<file path="src/rtl/prs_pkg.sv">
// Constants for the power, reset and synthesizer configuration block
package prs_pkg;
   // Register byte offsets
   localparam logic [7:0] OFS_CONV = 8'h00;
   localparam logic [7:0] OFS_RATE = 8'h04;
   localparam logic [7:0] OFS_SYNTH = 8'h08;
   localparam logic [7:0] OFS_CHAN = 8'h0C;
   localparam logic [7:0] OFS_CTRL = 8'h10;
   localparam logic [7:0] OFS_STATUS = 8'h14;
   localparam logic [7:0] OFS_CAL_TX = 8'h18;
   localparam logic [7:0] OFS_CAL_RX = 8'h1C;
   localparam logic [7:0] OFS_CMD = 8'h20;
   // Field positions in the converter register
   localparam int CONV_LVL_LSB = 0;
   localparam int CONV_SCOPE_BIT = 3;
   localparam int CONV_BYPASS_BIT = 4;
   localparam int CONV_RATE_MULTIPLIER_ENABLE_BIT = 5;
   localparam int CONV_XO_DOUBLE_BIT = 6;
   // Field positions in the synth register
   localparam int SYN_BAND_BIT = 28;
   localparam int SYN_REF_DIVIDER_ENABLE_BIT = 29;
   localparam int SYN_CALDIS_BIT = 30;
   // Field positions in the channel register
   localparam int CH_STEP_LSB = 8;
   // Field positions in the control register
   localparam int CTRL_PUMP_LSB = 0;
   localparam int CTRL_SPLIT_BIT = 3;
   // Command codes
   localparam logic [7:0] CMD_SOFT_RESET = 8'h70;
   localparam logic [7:0] CMD_LOCK = 8'h66;
   localparam logic [7:0] CMD_TX = 8'h60;
   localparam logic [7:0] CMD_RX = 8'h61;
   localparam logic [7:0] CMD_READY = 8'h62;
   // Reset values, fixed RX level and minimum level
   localparam logic [2:0] LVL_RESET = 3'h3;
   localparam logic [2:0] LVL_RX_FIXED = 3'h3;
   localparam logic [2:0] LVL_MIN = 3'h1;
   localparam logic [15:0] KRM_RESET = 16'h0000;
   localparam logic [27:0] BASE_FREQ_WORD_RESET = 28'h000_0000;
   localparam logic [7:0] CAL_RESET = 8'h00;
   // Timing
   localparam int CLK_HZ = 40_000_000;
   localparam int RESET_PULSE_US = 700;
   localparam int RESET_PULSE_CYC = RESET_PULSE_US * (CLK_HZ / 1_000_000);
   localparam int CAL_CYC = 8;
   localparam logic [1:0] CONV_DIV = 2'h3;
   // Radio states
   typedef enum logic [1:0] {
      RADIO_READY = 2'b00,
      RADIO_LOCK = 2'b01,
      RADIO_TX = 2'b10,
      RADIO_RX = 2'b11
   } radio_t;
endpackage
</file>
<file path="src/rtl/conv_clock_gen.sv">
// Converter switching clock generator: divide by four or rate multiplier
`timescale 1ns/1ps
`default_nettype none
module conv_clock_gen (
   input wire logic hclk,
   input wire logic hresetn,
   input wire logic dig_tick,
   input wire logic rate_multiplier_enable,
   input wire logic [15:0] rate_multiplier_word,
   output logic sw_clk
);
   logic [1:0] div_reg, div_next;
   logic [15:0] acc_reg, acc_next;
   logic sw_reg, sw_next;
   logic [15:0] sum;

   // Accumulator wraps at 2^14: two toggles per period give word times rate over 2^15
   // Limitation: words from 2^14 to 2^15-1 saturate at one toggle per tick; bit 15 of the word is ignored
   always_comb begin
      div_next = div_reg;
      acc_next = acc_reg;
      sw_next = sw_reg;
      sum = {2'b00, acc_reg[13:0]} + {1'b0, rate_multiplier_word[14:0]};
      if (dig_tick) begin
         if (rate_multiplier_enable) begin
            acc_next = {2'b00, sum[13:0]};
            sw_next = sw_reg ^ (sum[15:14] != 2'b00);
         end else begin
            div_next = div_reg + 2'h1;
            sw_next = div_reg[1];
         end
      end
   end

   always_ff @(posedge hclk or negedge hresetn) begin
      if (!hresetn) begin
         div_reg <= 2'h0;
         acc_reg <= 16'h0000;
         sw_reg <= 1'b0;
      end else begin
         div_reg <= div_next;
         acc_reg <= acc_next;
         sw_reg <= sw_next;
      end
   end

   assign sw_clk = sw_reg;
endmodule
`default_nettype wire

</file>
<file path="src/rtl/power_reset_synth_config.sv">
// Power manager, reset and synthesizer configuration with AHB-Lite registers
// Operation
// - Level code 001 to 111 selects 1.2 V to 1.8 V in 0.1 V steps
// - Scope bit 1: programmed level in TX, fixed 1.4 V in RX
// - Scope bit 0: programmed level in both RX and TX
// - Multiplier off: switching clock is digital clock divided by four
// - Multiplier on: switching rate is word times digital clock over 2^15, for words below 2^14
// - Digital clock is crystal, or half crystal for double crystals
// - Low-power mode bypasses regulators; host programs 1.2 V
// - Internal reset held low for reset pulse width after supply
// - Shutdown release gives same pulse; reset shown on general pin zero
// - Power-on reset restores registers and state machine
// - Soft reset command resets only part of the block
// - Pad disable follows shutdown pin and disables digital pins
// - Calibrate on every lock request unless disabled, store word
// - Channel centre is base plus step times index, 256 channels
// - Base word is 28 bits, scaled by band and reference dividers
// - Band divider 4 when band bit 0, 8 when 1
// - Reference divider 1 when enable 0, 2 when 1
`timescale 1ns/1ps
`default_nettype none
module power_reset_synth_config #(
   parameter int RESET_CYC = prs_pkg::RESET_PULSE_CYC
) (
   input wire logic hclk,
   input wire logic hresetn,
   input wire logic hsel,
   input wire logic [31:0] haddr,
   input wire logic [1:0] htrans,
   input wire logic hwrite,
   input wire logic [2:0] hsize,
   input wire logic [31:0] hwdata,
   input wire logic hready,
   output logic [31:0] hrdata,
   output logic hreadyout,
   output logic hresp,
   input wire logic shutdown_pin,
   output logic internal_reset_n,
   output logic general_io_zero,
   output logic pad_disable,
   output logic [2:0] conv_level_applied,
   output logic regulator_bypass,
   output logic conv_sw_clk,
   output logic [27:0] base_freq_word_out,
   output logic [3:0] band_ref_div,
   output logic [7:0] cal_word_out,
   output logic cal_busy
);
   // Registers
   logic [2:0] converter_level_sel_reg, converter_level_sel_next;
   logic converter_level_scope_reg, converter_level_scope_next;
   logic regulator_bypass_reg, regulator_bypass_next;
   logic rate_multiplier_enable_reg, rate_multiplier_enable_next;
   logic xo_double_reg, xo_double_next;
   logic [15:0] rate_multiplier_word_reg, rate_multiplier_word_next;
   logic [27:0] base_freq_word_reg, base_freq_word_next;
   logic band_select_reg, band_select_next;
   logic ref_divider_enable_reg, ref_divider_enable_next;
   logic cal_disable_reg, cal_disable_next;
   logic [7:0] channel_index_reg, channel_index_next;
   logic [7:0] channel_step_reg, channel_step_next;
   logic [2:0] pump_current_sel_reg, pump_current_sel_next;
   logic detector_split_enable_reg, detector_split_enable_next;
   logic [7:0] cal_tx_reg, cal_tx_next, cal_rx_reg, cal_rx_next;
   prs_pkg::radio_t state_reg, state_next;
   logic [2:0] lvl_out_reg, lvl_out_next;
   logic [3:0] cal_cnt_reg, cal_cnt_next;
   logic cal_tx_sel_reg, cal_tx_sel_next;
   logic [7:0] cal_out_reg, cal_out_next;
   logic cal_busy_reg;
   // Bus data-phase capture
   logic wr_pend_reg, wr_pend_next, rd_pend_reg, rd_pend_next;
   logic [7:0] addr_reg, addr_next;
   logic [31:0] rdata_reg, rdata_next;
   // Reset pulse generation
   logic [31:0] rst_cnt_reg, rst_cnt_next;
   logic rstn_reg, rstn_next, pad_reg, pad_next, sdn_q_reg;
   logic dig_tick_reg, dig_tick_next;
   logic sel, soft_rst, lock_req;
   logic [31:0] status_word;
   logic [7:0] cmd;

   assign sel = hsel && hready && htrans[1];
   assign cmd = hwdata[7:0];
   assign soft_rst = wr_pend_reg && addr_reg == prs_pkg::OFS_CMD && cmd == prs_pkg::CMD_SOFT_RESET;

   // Reset pulse: counts up after shutdown release; bus state restarts only on power-on reset
   always_comb begin
      rst_cnt_next = rst_cnt_reg;
      rstn_next = rstn_reg;
      pad_next = shutdown_pin;
      if (shutdown_pin) begin
         rst_cnt_next = 32'h0000_0000;
         rstn_next = 1'b0;
      end else if (sdn_q_reg) begin
         rst_cnt_next = 32'h0000_0000;
         rstn_next = 1'b0;
      end else if (!rstn_reg) begin
         if (rst_cnt_reg == 32'(RESET_CYC - 1)) begin
            rstn_next = 1'b1;
         end else begin
            rst_cnt_next = rst_cnt_reg + 32'h0000_0001;
         end
      end
   end

   always_ff @(posedge hclk or negedge hresetn) begin
      if (!hresetn) begin
         rst_cnt_reg <= 32'h0000_0000;
         rstn_reg <= 1'b0;
         pad_reg <= 1'b1;
         sdn_q_reg <= 1'b0;
      end else begin
         rst_cnt_reg <= rst_cnt_next;
         rstn_reg <= rstn_next;
         pad_reg <= pad_next;
         sdn_q_reg <= shutdown_pin;
      end
   end

   // Lock requests: any move from ready to an active state or between TX and RX
   always_comb begin
      state_next = state_reg;
      lock_req = 1'b0;
      if (wr_pend_reg && addr_reg == prs_pkg::OFS_CMD) begin
         case (cmd)
            prs_pkg::CMD_TX: state_next = prs_pkg::RADIO_TX;
            prs_pkg::CMD_RX: state_next = prs_pkg::RADIO_RX;
            prs_pkg::CMD_LOCK: state_next = prs_pkg::RADIO_LOCK;
            prs_pkg::CMD_READY: state_next = prs_pkg::RADIO_READY;
            prs_pkg::CMD_SOFT_RESET: state_next = prs_pkg::RADIO_READY;
            default: state_next = state_reg;
         endcase
      end
      case (state_reg)
         prs_pkg::RADIO_READY: lock_req = state_next != prs_pkg::RADIO_READY;
         prs_pkg::RADIO_TX: lock_req = state_next == prs_pkg::RADIO_RX;
         prs_pkg::RADIO_RX: lock_req = state_next == prs_pkg::RADIO_TX;
         default: lock_req = 1'b0;
      endcase
   end

   // Calibration sequencer and level steering
   always_comb begin
      cal_cnt_next = cal_cnt_reg;
      cal_tx_sel_next = cal_tx_sel_reg;
      cal_out_next = cal_tx_sel_reg ? cal_tx_reg : cal_rx_reg;
      lvl_out_next = lvl_out_reg;
      if (lock_req && !cal_disable_reg) begin
         cal_cnt_next = 4'(prs_pkg::CAL_CYC);
         cal_tx_sel_next = state_next != prs_pkg::RADIO_RX;
      end else if (lock_req) begin
         cal_tx_sel_next = state_next != prs_pkg::RADIO_RX;
      end else if (cal_cnt_reg != 4'h0) begin
         cal_cnt_next = cal_cnt_reg - 4'h1;
      end
      if (state_reg == prs_pkg::RADIO_RX && converter_level_scope_reg) begin
         lvl_out_next = prs_pkg::LVL_RX_FIXED;
      end else if (converter_level_sel_reg >= prs_pkg::LVL_MIN) begin
         lvl_out_next = converter_level_sel_reg;
      end
   end

   // Bus address capture and read mux
   always_comb begin
      wr_pend_next = sel && hwrite;
      rd_pend_next = sel && !hwrite;
      addr_next = sel ? haddr[7:0] : addr_reg;
      dig_tick_next = xo_double_reg ? ~dig_tick_reg : 1'b1;
      status_word = {26'h000_0000, cal_busy, rstn_reg, pad_reg, lvl_out_reg};
      rdata_next = 32'h0000_0000;
      if (sel && !hwrite) begin
         case (haddr[7:0])
            prs_pkg::OFS_CONV: rdata_next = {25'h000_0000, xo_double_reg, rate_multiplier_enable_reg,
               regulator_bypass_reg, converter_level_scope_reg, converter_level_sel_reg};
            prs_pkg::OFS_RATE: rdata_next = {16'h0000, rate_multiplier_word_reg};
            prs_pkg::OFS_SYNTH: rdata_next = {1'b0, cal_disable_reg, ref_divider_enable_reg,
               band_select_reg, base_freq_word_reg};
            prs_pkg::OFS_CHAN: rdata_next = {16'h0000, channel_step_reg, channel_index_reg};
            prs_pkg::OFS_CTRL: rdata_next = {28'h000_0000, detector_split_enable_reg, pump_current_sel_reg};
            prs_pkg::OFS_STATUS: rdata_next = status_word;
            prs_pkg::OFS_CAL_TX: rdata_next = {24'h00_0000, cal_tx_reg};
            prs_pkg::OFS_CAL_RX: rdata_next = {24'h00_0000, cal_rx_reg};
            default: rdata_next = 32'h0000_0000;
         endcase
      end
   end

   // Register writes; calibration result writes back into the stored word
   always_comb begin
      converter_level_sel_next = converter_level_sel_reg;
      converter_level_scope_next = converter_level_scope_reg;
      regulator_bypass_next = regulator_bypass_reg;
      rate_multiplier_enable_next = rate_multiplier_enable_reg;
      xo_double_next = xo_double_reg;
      rate_multiplier_word_next = rate_multiplier_word_reg;
      base_freq_word_next = base_freq_word_reg;
      band_select_next = band_select_reg;
      ref_divider_enable_next = ref_divider_enable_reg;
      cal_disable_next = cal_disable_reg;
      channel_index_next = channel_index_reg;
      channel_step_next = channel_step_reg;
      pump_current_sel_next = pump_current_sel_reg;
      detector_split_enable_next = detector_split_enable_reg;
      cal_tx_next = cal_tx_reg;
      cal_rx_next = cal_rx_reg;
      if (wr_pend_reg) begin
         case (addr_reg)
            prs_pkg::OFS_CONV: begin
               converter_level_sel_next = hwdata[prs_pkg::CONV_LVL_LSB +: 3];
               converter_level_scope_next = hwdata[prs_pkg::CONV_SCOPE_BIT];
               regulator_bypass_next = hwdata[prs_pkg::CONV_BYPASS_BIT];
               rate_multiplier_enable_next = hwdata[prs_pkg::CONV_RATE_MULTIPLIER_ENABLE_BIT];
               xo_double_next = hwdata[prs_pkg::CONV_XO_DOUBLE_BIT];
            end
            prs_pkg::OFS_RATE: rate_multiplier_word_next = hwdata[15:0];
            prs_pkg::OFS_SYNTH: begin
               base_freq_word_next = hwdata[27:0];
               band_select_next = hwdata[prs_pkg::SYN_BAND_BIT];
               ref_divider_enable_next = hwdata[prs_pkg::SYN_REF_DIVIDER_ENABLE_BIT];
               cal_disable_next = hwdata[prs_pkg::SYN_CALDIS_BIT];
            end
            prs_pkg::OFS_CHAN: begin
               channel_index_next = hwdata[7:0];
               channel_step_next = hwdata[prs_pkg::CH_STEP_LSB +: 8];
            end
            prs_pkg::OFS_CTRL: begin
               pump_current_sel_next = hwdata[prs_pkg::CTRL_PUMP_LSB +: 3];
               detector_split_enable_next = hwdata[prs_pkg::CTRL_SPLIT_BIT];
            end
            prs_pkg::OFS_CAL_TX: cal_tx_next = hwdata[7:0];
            prs_pkg::OFS_CAL_RX: cal_rx_next = hwdata[7:0];
            default: cal_tx_next = cal_tx_reg;
         endcase
      end
      // Calibration ends by storing a word derived from channel step and base word (stand-in for VCO search)
      if (cal_cnt_reg == 4'h1) begin
         if (cal_tx_sel_reg) begin
            cal_tx_next = channel_step_reg ^ base_freq_word_reg[27:20];
         end else begin
            cal_rx_next = channel_step_reg ^ base_freq_word_reg[27:20];
         end
      end
   end

   // Full reset on power-on only; soft reset touches state machine, calibration counter and busy flag only
   always_ff @(posedge hclk or negedge hresetn) begin
      if (!hresetn) begin
         converter_level_sel_reg <= prs_pkg::LVL_RESET;
         converter_level_scope_reg <= 1'b0;
         regulator_bypass_reg <= 1'b0;
         rate_multiplier_enable_reg <= 1'b0;
         xo_double_reg <= 1'b0;
         rate_multiplier_word_reg <= prs_pkg::KRM_RESET;
         base_freq_word_reg <= prs_pkg::BASE_FREQ_WORD_RESET;
         band_select_reg <= 1'b0;
         ref_divider_enable_reg <= 1'b0;
         cal_disable_reg <= 1'b0;
         channel_index_reg <= 8'h00;
         channel_step_reg <= 8'h00;
         pump_current_sel_reg <= 3'h0;
         detector_split_enable_reg <= 1'b0;
         cal_tx_reg <= prs_pkg::CAL_RESET;
         cal_rx_reg <= prs_pkg::CAL_RESET;
         state_reg <= prs_pkg::RADIO_READY;
         lvl_out_reg <= prs_pkg::LVL_RESET;
         cal_cnt_reg <= 4'h0;
         cal_tx_sel_reg <= 1'b1;
         cal_out_reg <= prs_pkg::CAL_RESET;
         cal_busy_reg <= 1'b0;
         wr_pend_reg <= 1'b0;
         rd_pend_reg <= 1'b0;
         addr_reg <= 8'h00;
         rdata_reg <= 32'h0000_0000;
         dig_tick_reg <= 1'b0;
      end else begin
         converter_level_sel_reg <= converter_level_sel_next;
         converter_level_scope_reg <= converter_level_scope_next;
         regulator_bypass_reg <= regulator_bypass_next;
         rate_multiplier_enable_reg <= rate_multiplier_enable_next;
         xo_double_reg <= xo_double_next;
         rate_multiplier_word_reg <= rate_multiplier_word_next;
         base_freq_word_reg <= base_freq_word_next;
         band_select_reg <= band_select_next;
         ref_divider_enable_reg <= ref_divider_enable_next;
         cal_disable_reg <= cal_disable_next;
         channel_index_reg <= channel_index_next;
         channel_step_reg <= channel_step_next;
         pump_current_sel_reg <= pump_current_sel_next;
         detector_split_enable_reg <= detector_split_enable_next;
         cal_tx_reg <= cal_tx_next;
         cal_rx_reg <= cal_rx_next;
         state_reg <= soft_rst ? prs_pkg::RADIO_READY : state_next;
         lvl_out_reg <= lvl_out_next;
         cal_cnt_reg <= soft_rst ? 4'h0 : cal_cnt_next;
         cal_tx_sel_reg <= cal_tx_sel_next;
         cal_out_reg <= cal_out_next;
         cal_busy_reg <= !soft_rst && cal_cnt_next != 4'h0; // Same value the counter takes
         wr_pend_reg <= wr_pend_next;
         rd_pend_reg <= rd_pend_next;
         addr_reg <= addr_next;
         rdata_reg <= rdata_next;
         dig_tick_reg <= dig_tick_next;
      end
   end

   conv_clock_gen u_conv_clock_gen (
      .hclk(hclk),
      .hresetn(hresetn),
      .dig_tick(dig_tick_reg),
      .rate_multiplier_enable(rate_multiplier_enable_reg),
      .rate_multiplier_word(rate_multiplier_word_reg),
      .sw_clk(conv_sw_clk)
   );

   // Outputs straight from flip-flops; bus always ready, always OKAY
   assign hrdata = rdata_reg;
   assign hreadyout = 1'b1;
   assign hresp = 1'b0;
   assign internal_reset_n = rstn_reg;
   assign general_io_zero = rstn_reg;
   assign pad_disable = pad_reg;
   assign conv_level_applied = lvl_out_reg;
   assign regulator_bypass = regulator_bypass_reg;
   assign base_freq_word_out = base_freq_word_reg;
   assign band_ref_div = {band_select_reg, ref_divider_enable_reg, 2'b00};
   assign cal_word_out = cal_out_reg;
   assign cal_busy = cal_busy_reg;

   // Checks
   property p_rx_fixed;
      @(posedge hclk) disable iff (!hresetn)
         (state_reg == prs_pkg::RADIO_RX && converter_level_scope_reg) |=> lvl_out_reg == prs_pkg::LVL_RX_FIXED;
   endproperty
   a_rx_fixed: assert property (p_rx_fixed) else $error("RX level not fixed");
   property p_no_zero_level;
      @(posedge hclk) disable iff (!hresetn) lvl_out_reg != 3'h0;
   endproperty
   a_no_zero_level: assert property (p_no_zero_level) else $error("Reserved level applied");
   property p_shared;
      @(posedge hclk) disable iff (!hresetn)
         (!converter_level_scope_reg && converter_level_sel_reg != 3'h0) ##1 $stable(converter_level_sel_reg)
            |-> lvl_out_reg == converter_level_sel_reg;
   endproperty
   a_shared: assert property (p_shared) else $error("Level not applied");
   property p_pad;
      @(posedge hclk) disable iff (!hresetn) shutdown_pin |=> pad_disable && !internal_reset_n;
   endproperty
   a_pad: assert property (p_pad) else $error("Pad not disabled");
   property p_gpio;
      @(posedge hclk) disable iff (!hresetn) general_io_zero == internal_reset_n;
   endproperty
   a_gpio: assert property (p_gpio) else $error("Reset not on pin zero");
   property p_cal;
      @(posedge hclk) disable iff (!hresetn) (lock_req && !cal_disable_reg && !soft_rst) |=> cal_busy [*8] ##1 !cal_busy;
   endproperty
   a_cal: assert property (p_cal) else $error("Calibration length wrong");
   property p_nocal;
      @(posedge hclk) disable iff (!hresetn) (lock_req && cal_disable_reg && !cal_busy) |=> !cal_busy;
   endproperty
   a_nocal: assert property (p_nocal) else $error("Calibration ran while disabled");
   property p_release;
      @(posedge hclk) disable iff (!hresetn) $rose(internal_reset_n) |-> rst_cnt_reg == 32'(RESET_CYC - 1);
   endproperty
   a_release: assert property (p_release) else $error("Reset pulse too short");
endmodule
`default_nettype wire

</file>
<file path="config.mk">
export PLATFORM = sky130hd
export DESIGN_NAME = power_reset_synth_config
export DESIGN_NICKNAME = d
export VERILOG_FILES = /design/src/rtl/prs_pkg.sv /design/src/rtl/conv_clock_gen.sv /design/src/rtl/power_reset_synth_config.sv
export SDC_FILE = /design/constraint.sdc
export NUM_CORES = 1
export LEC_CHECK = 0
export ABC_AREA = 1
export BUFFER_PORTS_ARGS = -buffer_cell sky130_fd_sc_hd__buf_2
export CORE_UTILIZATION = 55
export DETAILED_ROUTE_END_ITERATION = 8
export PLACE_DENSITY = 0.85
export SYNTH_ARGS = -nofsm -noshare
export SYNTH_HDL_FRONTEND = slang
export SYNTH_HIERARCHICAL = 1
export SYNTH_SLANG_ARGS = --single-unit
</file>
<file path="constraint.sdc">
create_clock -name hclk -period 4.2 [get_ports hclk]
set_clock_uncertainty 0.1 [all_clocks]
set_input_delay 0.21 -clock hclk [delete_from_list [all_inputs] [get_ports hclk]]
set_output_delay 0.21 -clock hclk [all_outputs]
set_load 0.01 [all_outputs]
</file>
Yosys cells after proc, flatten, opt, wreduce, memory -nomap -nowiden
Cells that the tools add are included.

Bits of input ports: 75. Bits in registers: 203. Memories kept: 0. Bits in read-only memories: 0. Logic and storage cells: 133. Memory bits (writable): 0. Latch bits: 0. Output and inout bits: 83.

Magnitude comparators: 1. $mul: 0. Divide/modulo/power cells: 0. Bitwise logic cells: 4. Shift operators: 0. Muxes and demuxes: 33. Add/subtract/negate cells: 4. Equality and inequality tests: 28. Reductions and logical operators: 30.

Operators by type and width (number): one-hot mux 31 bit (8 select lines) (1); 2-to-1 mux 32 bit (4); 2-to-1 mux 8 bit (9); equality test 8 x 5 -> 1 bit, second input constant (7); equality test 8 x 7 -> 1 bit, second input constant (5); adder 32 x 1 -> 32 bit, second input constant (1); equality test 32 x 15 -> 1 bit, second input constant (1); equality test 8 x 4 -> 1 bit, second input constant (4); 2-to-1 mux 31 bit (1); adder 14 x 15 -> 16 bit (1); equality test 8 x 3 -> 1 bit, second input constant (2); zero test 8 bit (2); 2-to-1 mux 4 bit (4); AND reduction 2 bit (8); logical AND 1 bit (9); equality test 2 bit, second input constant (4); equality test 8 x 6 -> 1 bit, second input constant (1); 2-to-1 mux 1 bit (8); one-hot mux 2 bit (4 select lines) (1); nonzero test 2 bit (4); nonzero test 4 bit (2); XOR 8 bit (1); 2-to-1 mux 3 bit (2); equality test 4 x 1 -> 1 bit, second input constant (1); 13 further kinds (17).

Longest topological paths before layout
Depth in word-level cells: 10. Mapped depth: 17. Mapped depth without buffers: 17.

By module
Netlist, hierarchy kept.

By module, submodules not included: power_reset_synth_config (seq. area each 4636.9 µm², cells an instance 1017, times used 1, area each 8795.9 µm²); conv_clock_gen (seq. area each 425.4 µm², cells an instance 212, times used 1, area each 1460.2 µm²).

Worst setup path before layout
OpenSTA, ideal clock, no wires.

Path type: flip-flop to flip-flop. From: reg rst_cnt_reg[0]. To: reg rst_cnt_reg[19]. Path slack: 2317 ps. Stages on the path, launching flop included: 13. Library setup time: 110 ps. Arrival: 1673 ps. Data required time: 3990 ps. Period minus slack after synthesis: 1883 ps. Cells stage by stage: dfrtp_1 > ha_1 > nand2_1 > nor2_1 > nand4_1 > nor3_1 > nor2_1 > inv_2 > nand2_2 > inv_2 > buf_4 > nand2_1 > o41ai_1.

Word-level cells in the longest chain between the ends: 5. Elaborated cells on any way between the ends: 8. Those cells by class: add/sub: 1; eq/ne: 2; mux: 4; reduce/logical: 1.

RTL lines: start, declared (line power_reset_synth_config.sv:76) `logic [31:0] rst_cnt_reg, rst_cnt_next;`; start signal, assigned (line power_reset_synth_config.sv:114) `rst_cnt_reg <= rst_cnt_next;`; adder 32 x 1 -> 32 bit (line power_reset_synth_config.sv:102) `rst_cnt_next = rst_cnt_reg + 32'h0000_0001;`; 2-to-1 mux 32 bit (line power_reset_synth_config.sv:99) `if (rst_cnt_reg == 32'(RESET_CYC - 1)) begin`; 2-to-1 mux 32 bit (line power_reset_synth_config.sv:98) `end else if (!rstn_reg) begin`; 2-to-1 mux 32 bit (line power_reset_synth_config.sv:95) `end else if (sdn_q_reg) begin`; 2-to-1 mux 32 bit (line power_reset_synth_config.sv:92) `if (shutdown_pin) begin`.

Parallel ways exist; a longest one is shown, timed or not. The select of a mux whose other input is x is not followed. A chain may end at the register's enable or synchronous reset.

Worst setup path in the final report
From: in haddr[1]. To: reg rdata_reg[4], in the netlist hrdata[4].

Word-level cells in the longest chain between the ends: 3. Elaborated cells on any way between the ends: 10. Those cells by class: eq/ne: 7; mux: 2; reduce/logical: 1.

RTL lines: start, declared (line power_reset_synth_config.sv:28) `input wire logic [31:0] haddr,`; equality test 8 x 5 -> 1 bit (tied with other cells) (line power_reset_synth_config.sv:173) `case (haddr[7:0])`; one-hot mux 31 bit (8 select lines) * (line power_reset_synth_config.sv:173); 2-to-1 mux 31 bit * (line power_reset_synth_config.sv:172) `if (sel && !hwrite) begin`; net rdata_next[4] (line power_reset_synth_config.sv:74) `logic [31:0] rdata_reg, rdata_next;`; end signal, assigned (line power_reset_synth_config.sv:302) `rdata_reg <= rdata_next;`; end, declared (line power_reset_synth_config.sv:74).

The timed path passes the listed nets; every way through them passes the cells marked *.

==> results.md <==
- Routed wire per std cell: 17.7 µm
- Global routing met1 resource utilization: 40.0%
- Root cell of the clock tree: clkbuf_16
- Setup_tns: 0 ns
- Register cell area after layout: 5060 µm²
- Largest area contributor in the netlist: dfrtp_1
- Total die area: 19200 µm²
- Hold Crit Start: hwdata[0]
- Relative area change from synthesis to final layout: 18.1%
- Number of optimization iterations in the first detailed-route pass: 8
- Max Slew Vio Count: 0
- Overflow left after global routing: 0
- Post-CTS repair timing setup buffer count: 0
- Slew margin rel.: 32.3%
- Startpoint of the most critical register-to-register path: rst_cnt_reg[0]
- Number of warnings issued by yosys: 6
- Synthesized cell area: 10300 µm²
- Post-placement setup slack: 1.22 ns
- Failing checks: DRC
- MaxCap Viol Count: 0
- Final cycle utilization of the critical path: 74.3%
- Initial DRC Count: 874
- CTS Buffer Depth: 3
- Antenna Cells: 0
- Critical path type: input pin to register
- Shortest period the worst path allows: 3.12 ns
- Antenna-violating nets left: 0
- Seq/Total Area, Yosys: 49.4%
- Number of hold-slack violations in the final timing report: 0
- Max reg flops: 32
- Die Y: 139 µm
- Mean Syn Cell Area: 8.35 µm²
- Largest stage delay on the critical path: 0.66 ns
- Most used DFF post-synth: dfrtp_1
- GR met2 Demand/Resource: 50.5%
- Area after DPL: 11000 µm²
- Pin count of the biggest net entering global routing: 123
- Tightest Pin Transition: 1.02 ns
- Distinct cells, synth: 50
- Maximum achievable frequency: 0.320 GHz
- Worst hold margin: 0.0127 ns
- Footprint of the multi-input gates: 4500 µm²
- Data arrival time of the worst path: 3.43 ns
- Worst Setup Start Kind: input pin
- Core area: 18100 µm²
- Count of fill cells added during filler insertion: 1414
- Critical path endpoint category: register
- Number of synthesized register bits: 202
- Global-route wire length before repair: 47000 µm
- Placer's final routability congestion estimate: 0.934
- # setup viols final: 0
- Run status: finished, violations left
- Worst-skew pair later-pin latency: 0.50 ns
- Total CTS buffers: 21
- Final routed wirelength across all metal layers: 28700 µm
- Critical path peak fanout: 16
- Count of nets after finishing: 1472
- Vias per inst: 5.78
- Worst Hold Class: input pin to register
- Post-route DRC: 32
- CTS tree: built
- Detailed-placement wirelength estimate: 19200 µm
- Row Count: 49
- Start point of the critical path: haddr[1]
- Dominant cells by area after synthesis: dfrtp_1 48%, nand2_1 12%, o21ai_0 5.7%
- Area share of the largest cell type after synthesis: 47.8%
- Final Worst Setup Slack: 1.08 ns
- Library cell contributing the largest single delay on the critical path: inv_1
- Maximum ir drop on the vdd rail: 0.505 mV
- Cell with the most instances after synthesis: nand2_1
- Post-CTS Hold Buffers: 39
- Number of antenna violations at the first check in global routing: 0
- RSZ-0062 raised after global routing: no
- Crit path cell chain: dlygate4sd3_1 -> buf_2 -> inv_1 -> nand2_1 -> nor3_2 -> nand2_1 -> inv_1 -> a22o_1 -> a221oi_1 -> a21oi_1
- Post-CTS resize count: 0
- Final std cell area, no fill: 12100 µm²
- CTS H-tree depth: 1
- Global-route track usage on met3: 4.42%
- Share of synthesized flip-flops with an asynchronous set or reset: 100%
- Fraction of layout instances using a drive strength above 1: 16.5%
- Most congested layer reported by global routing: met2
- Worst Path Required: 4.51 ns
- Die extent in x: 139 µm
- IO Port Bufs: 123
- Leakage component of the power: 0.00588 µW
- GRT Resource Usage Total: 30.5%
- Vias: 9372
- Top cells by instance count after synthesis: 320 x nand2_1, 196 x dfrtp_1, 120 x inv_1, 116 x o21ai_0, 81 x nor2_1
- Cells after synthesis: 1229
- I/O pin count: 158
- Pwr dens: 527 nW/µm²
- Starting density of the core: 56.5%
- Number of enable-type register cells in the synthesized netlist: 0
- Post-CTS clock slew at the launch and capture registers of the worst setup and hold paths: 0.06 ns
- Number of global-route vias before repair: 9189
- Num Clock Sinks: 202
## final cells by class
class / instances / share of cell area [%]
Multi-Input combinational cell: 854 / 37.2
Tap cell: 229 / 2.37
Clock buffer: 30 / 4.87
Timing Repair Buffer: 169 / 8.81
Sequential cell: 202 / 41.8
Inverter: 130 / 4.03
Clock inverter: 7 / 0.961
## report_power, final
part           leakage, µW  total (µW)  switching [µW]  internal, µW
Sequential         0.00236        2590             281          2310
Combinational      0.00318        1870            1160           709
Clock             0.000342        1920             762          1160
Total              0.00588        6380            2200          4180
## worst max-delay path: cells and delay by family
family,cells,cell delay [ns]
buffers and inverters,4,1.40
and+or+nand+nor,3,1.26
AOI/OAI and AO/OA,3,0.54
## metrics by stage
step	power (µW)	cells	utilization, %
6_report	6380	1621	66.7
5_1_grt	6750	1621	66.7
4_1_cts	6370	1621	66.7
3_5_place_dp	4400	1545	60.7
3_3_place_gp	4300	1545	60.7
2_1_floorplan	3860	1232	-
## cell usage in the layout (no fill, tap or decap), drive strengths merged, types with 5 or more instances in the layout
cell           n
a21oi         40
a221oi        12
a31oi          7
buf          129
clkbuf        31
clkinv         5
conb           5
dfrtp        196
dfstp          6
dlygate4sd3   39
ha            18
inv          128
mux2          14
nand2        337
nand3         63
nand4         18
nor2          89
nor3          26
nor4          14
o21ai        121
o22ai         13
o41ai         15
xnor2         26
xor2          17
## path summary, 6_finish.rpt
check	end	cells after the start	slack, ns
worst min-delay path	cal_rx_reg[0]	3	0.01
worst max-delay path	hrdata[4]	10	1.08
worst max register to register	rst_cnt_reg[5]	12	1.13
min in group asynchronous	base_freq_word_out[8]	2	0.27
worst min register to register	u_conv_clock_gen/div_reg[0]	1	0.37
max in group asynchronous	cal_tx_sel_reg	3	2.61
## per-layer routing
layer  routed length [µm]  up-vias
met4                 1300        0
met2                13900      445
met5                    0        -
li1                     -     4346
met3                 2130       92
met1                11500     4489
## logic make-up after synthesis
group / Yosys count / synth area share [%]
other: 2 / 0.0732
flip-flops: 202 / 49.4
AND/OR/NAND/NOR: 552 / 23.6
buffers and inverters: 176 / 6.90
adder cells (fa/ha/maj): 19 / 2.39
AO/OA/AOI/OAI: 221 / 12.5
multiplexers: 14 / 1.54
XOR/XNOR: 43 / 3.67
Note: power is estimated with default switching activity, not from simulation.
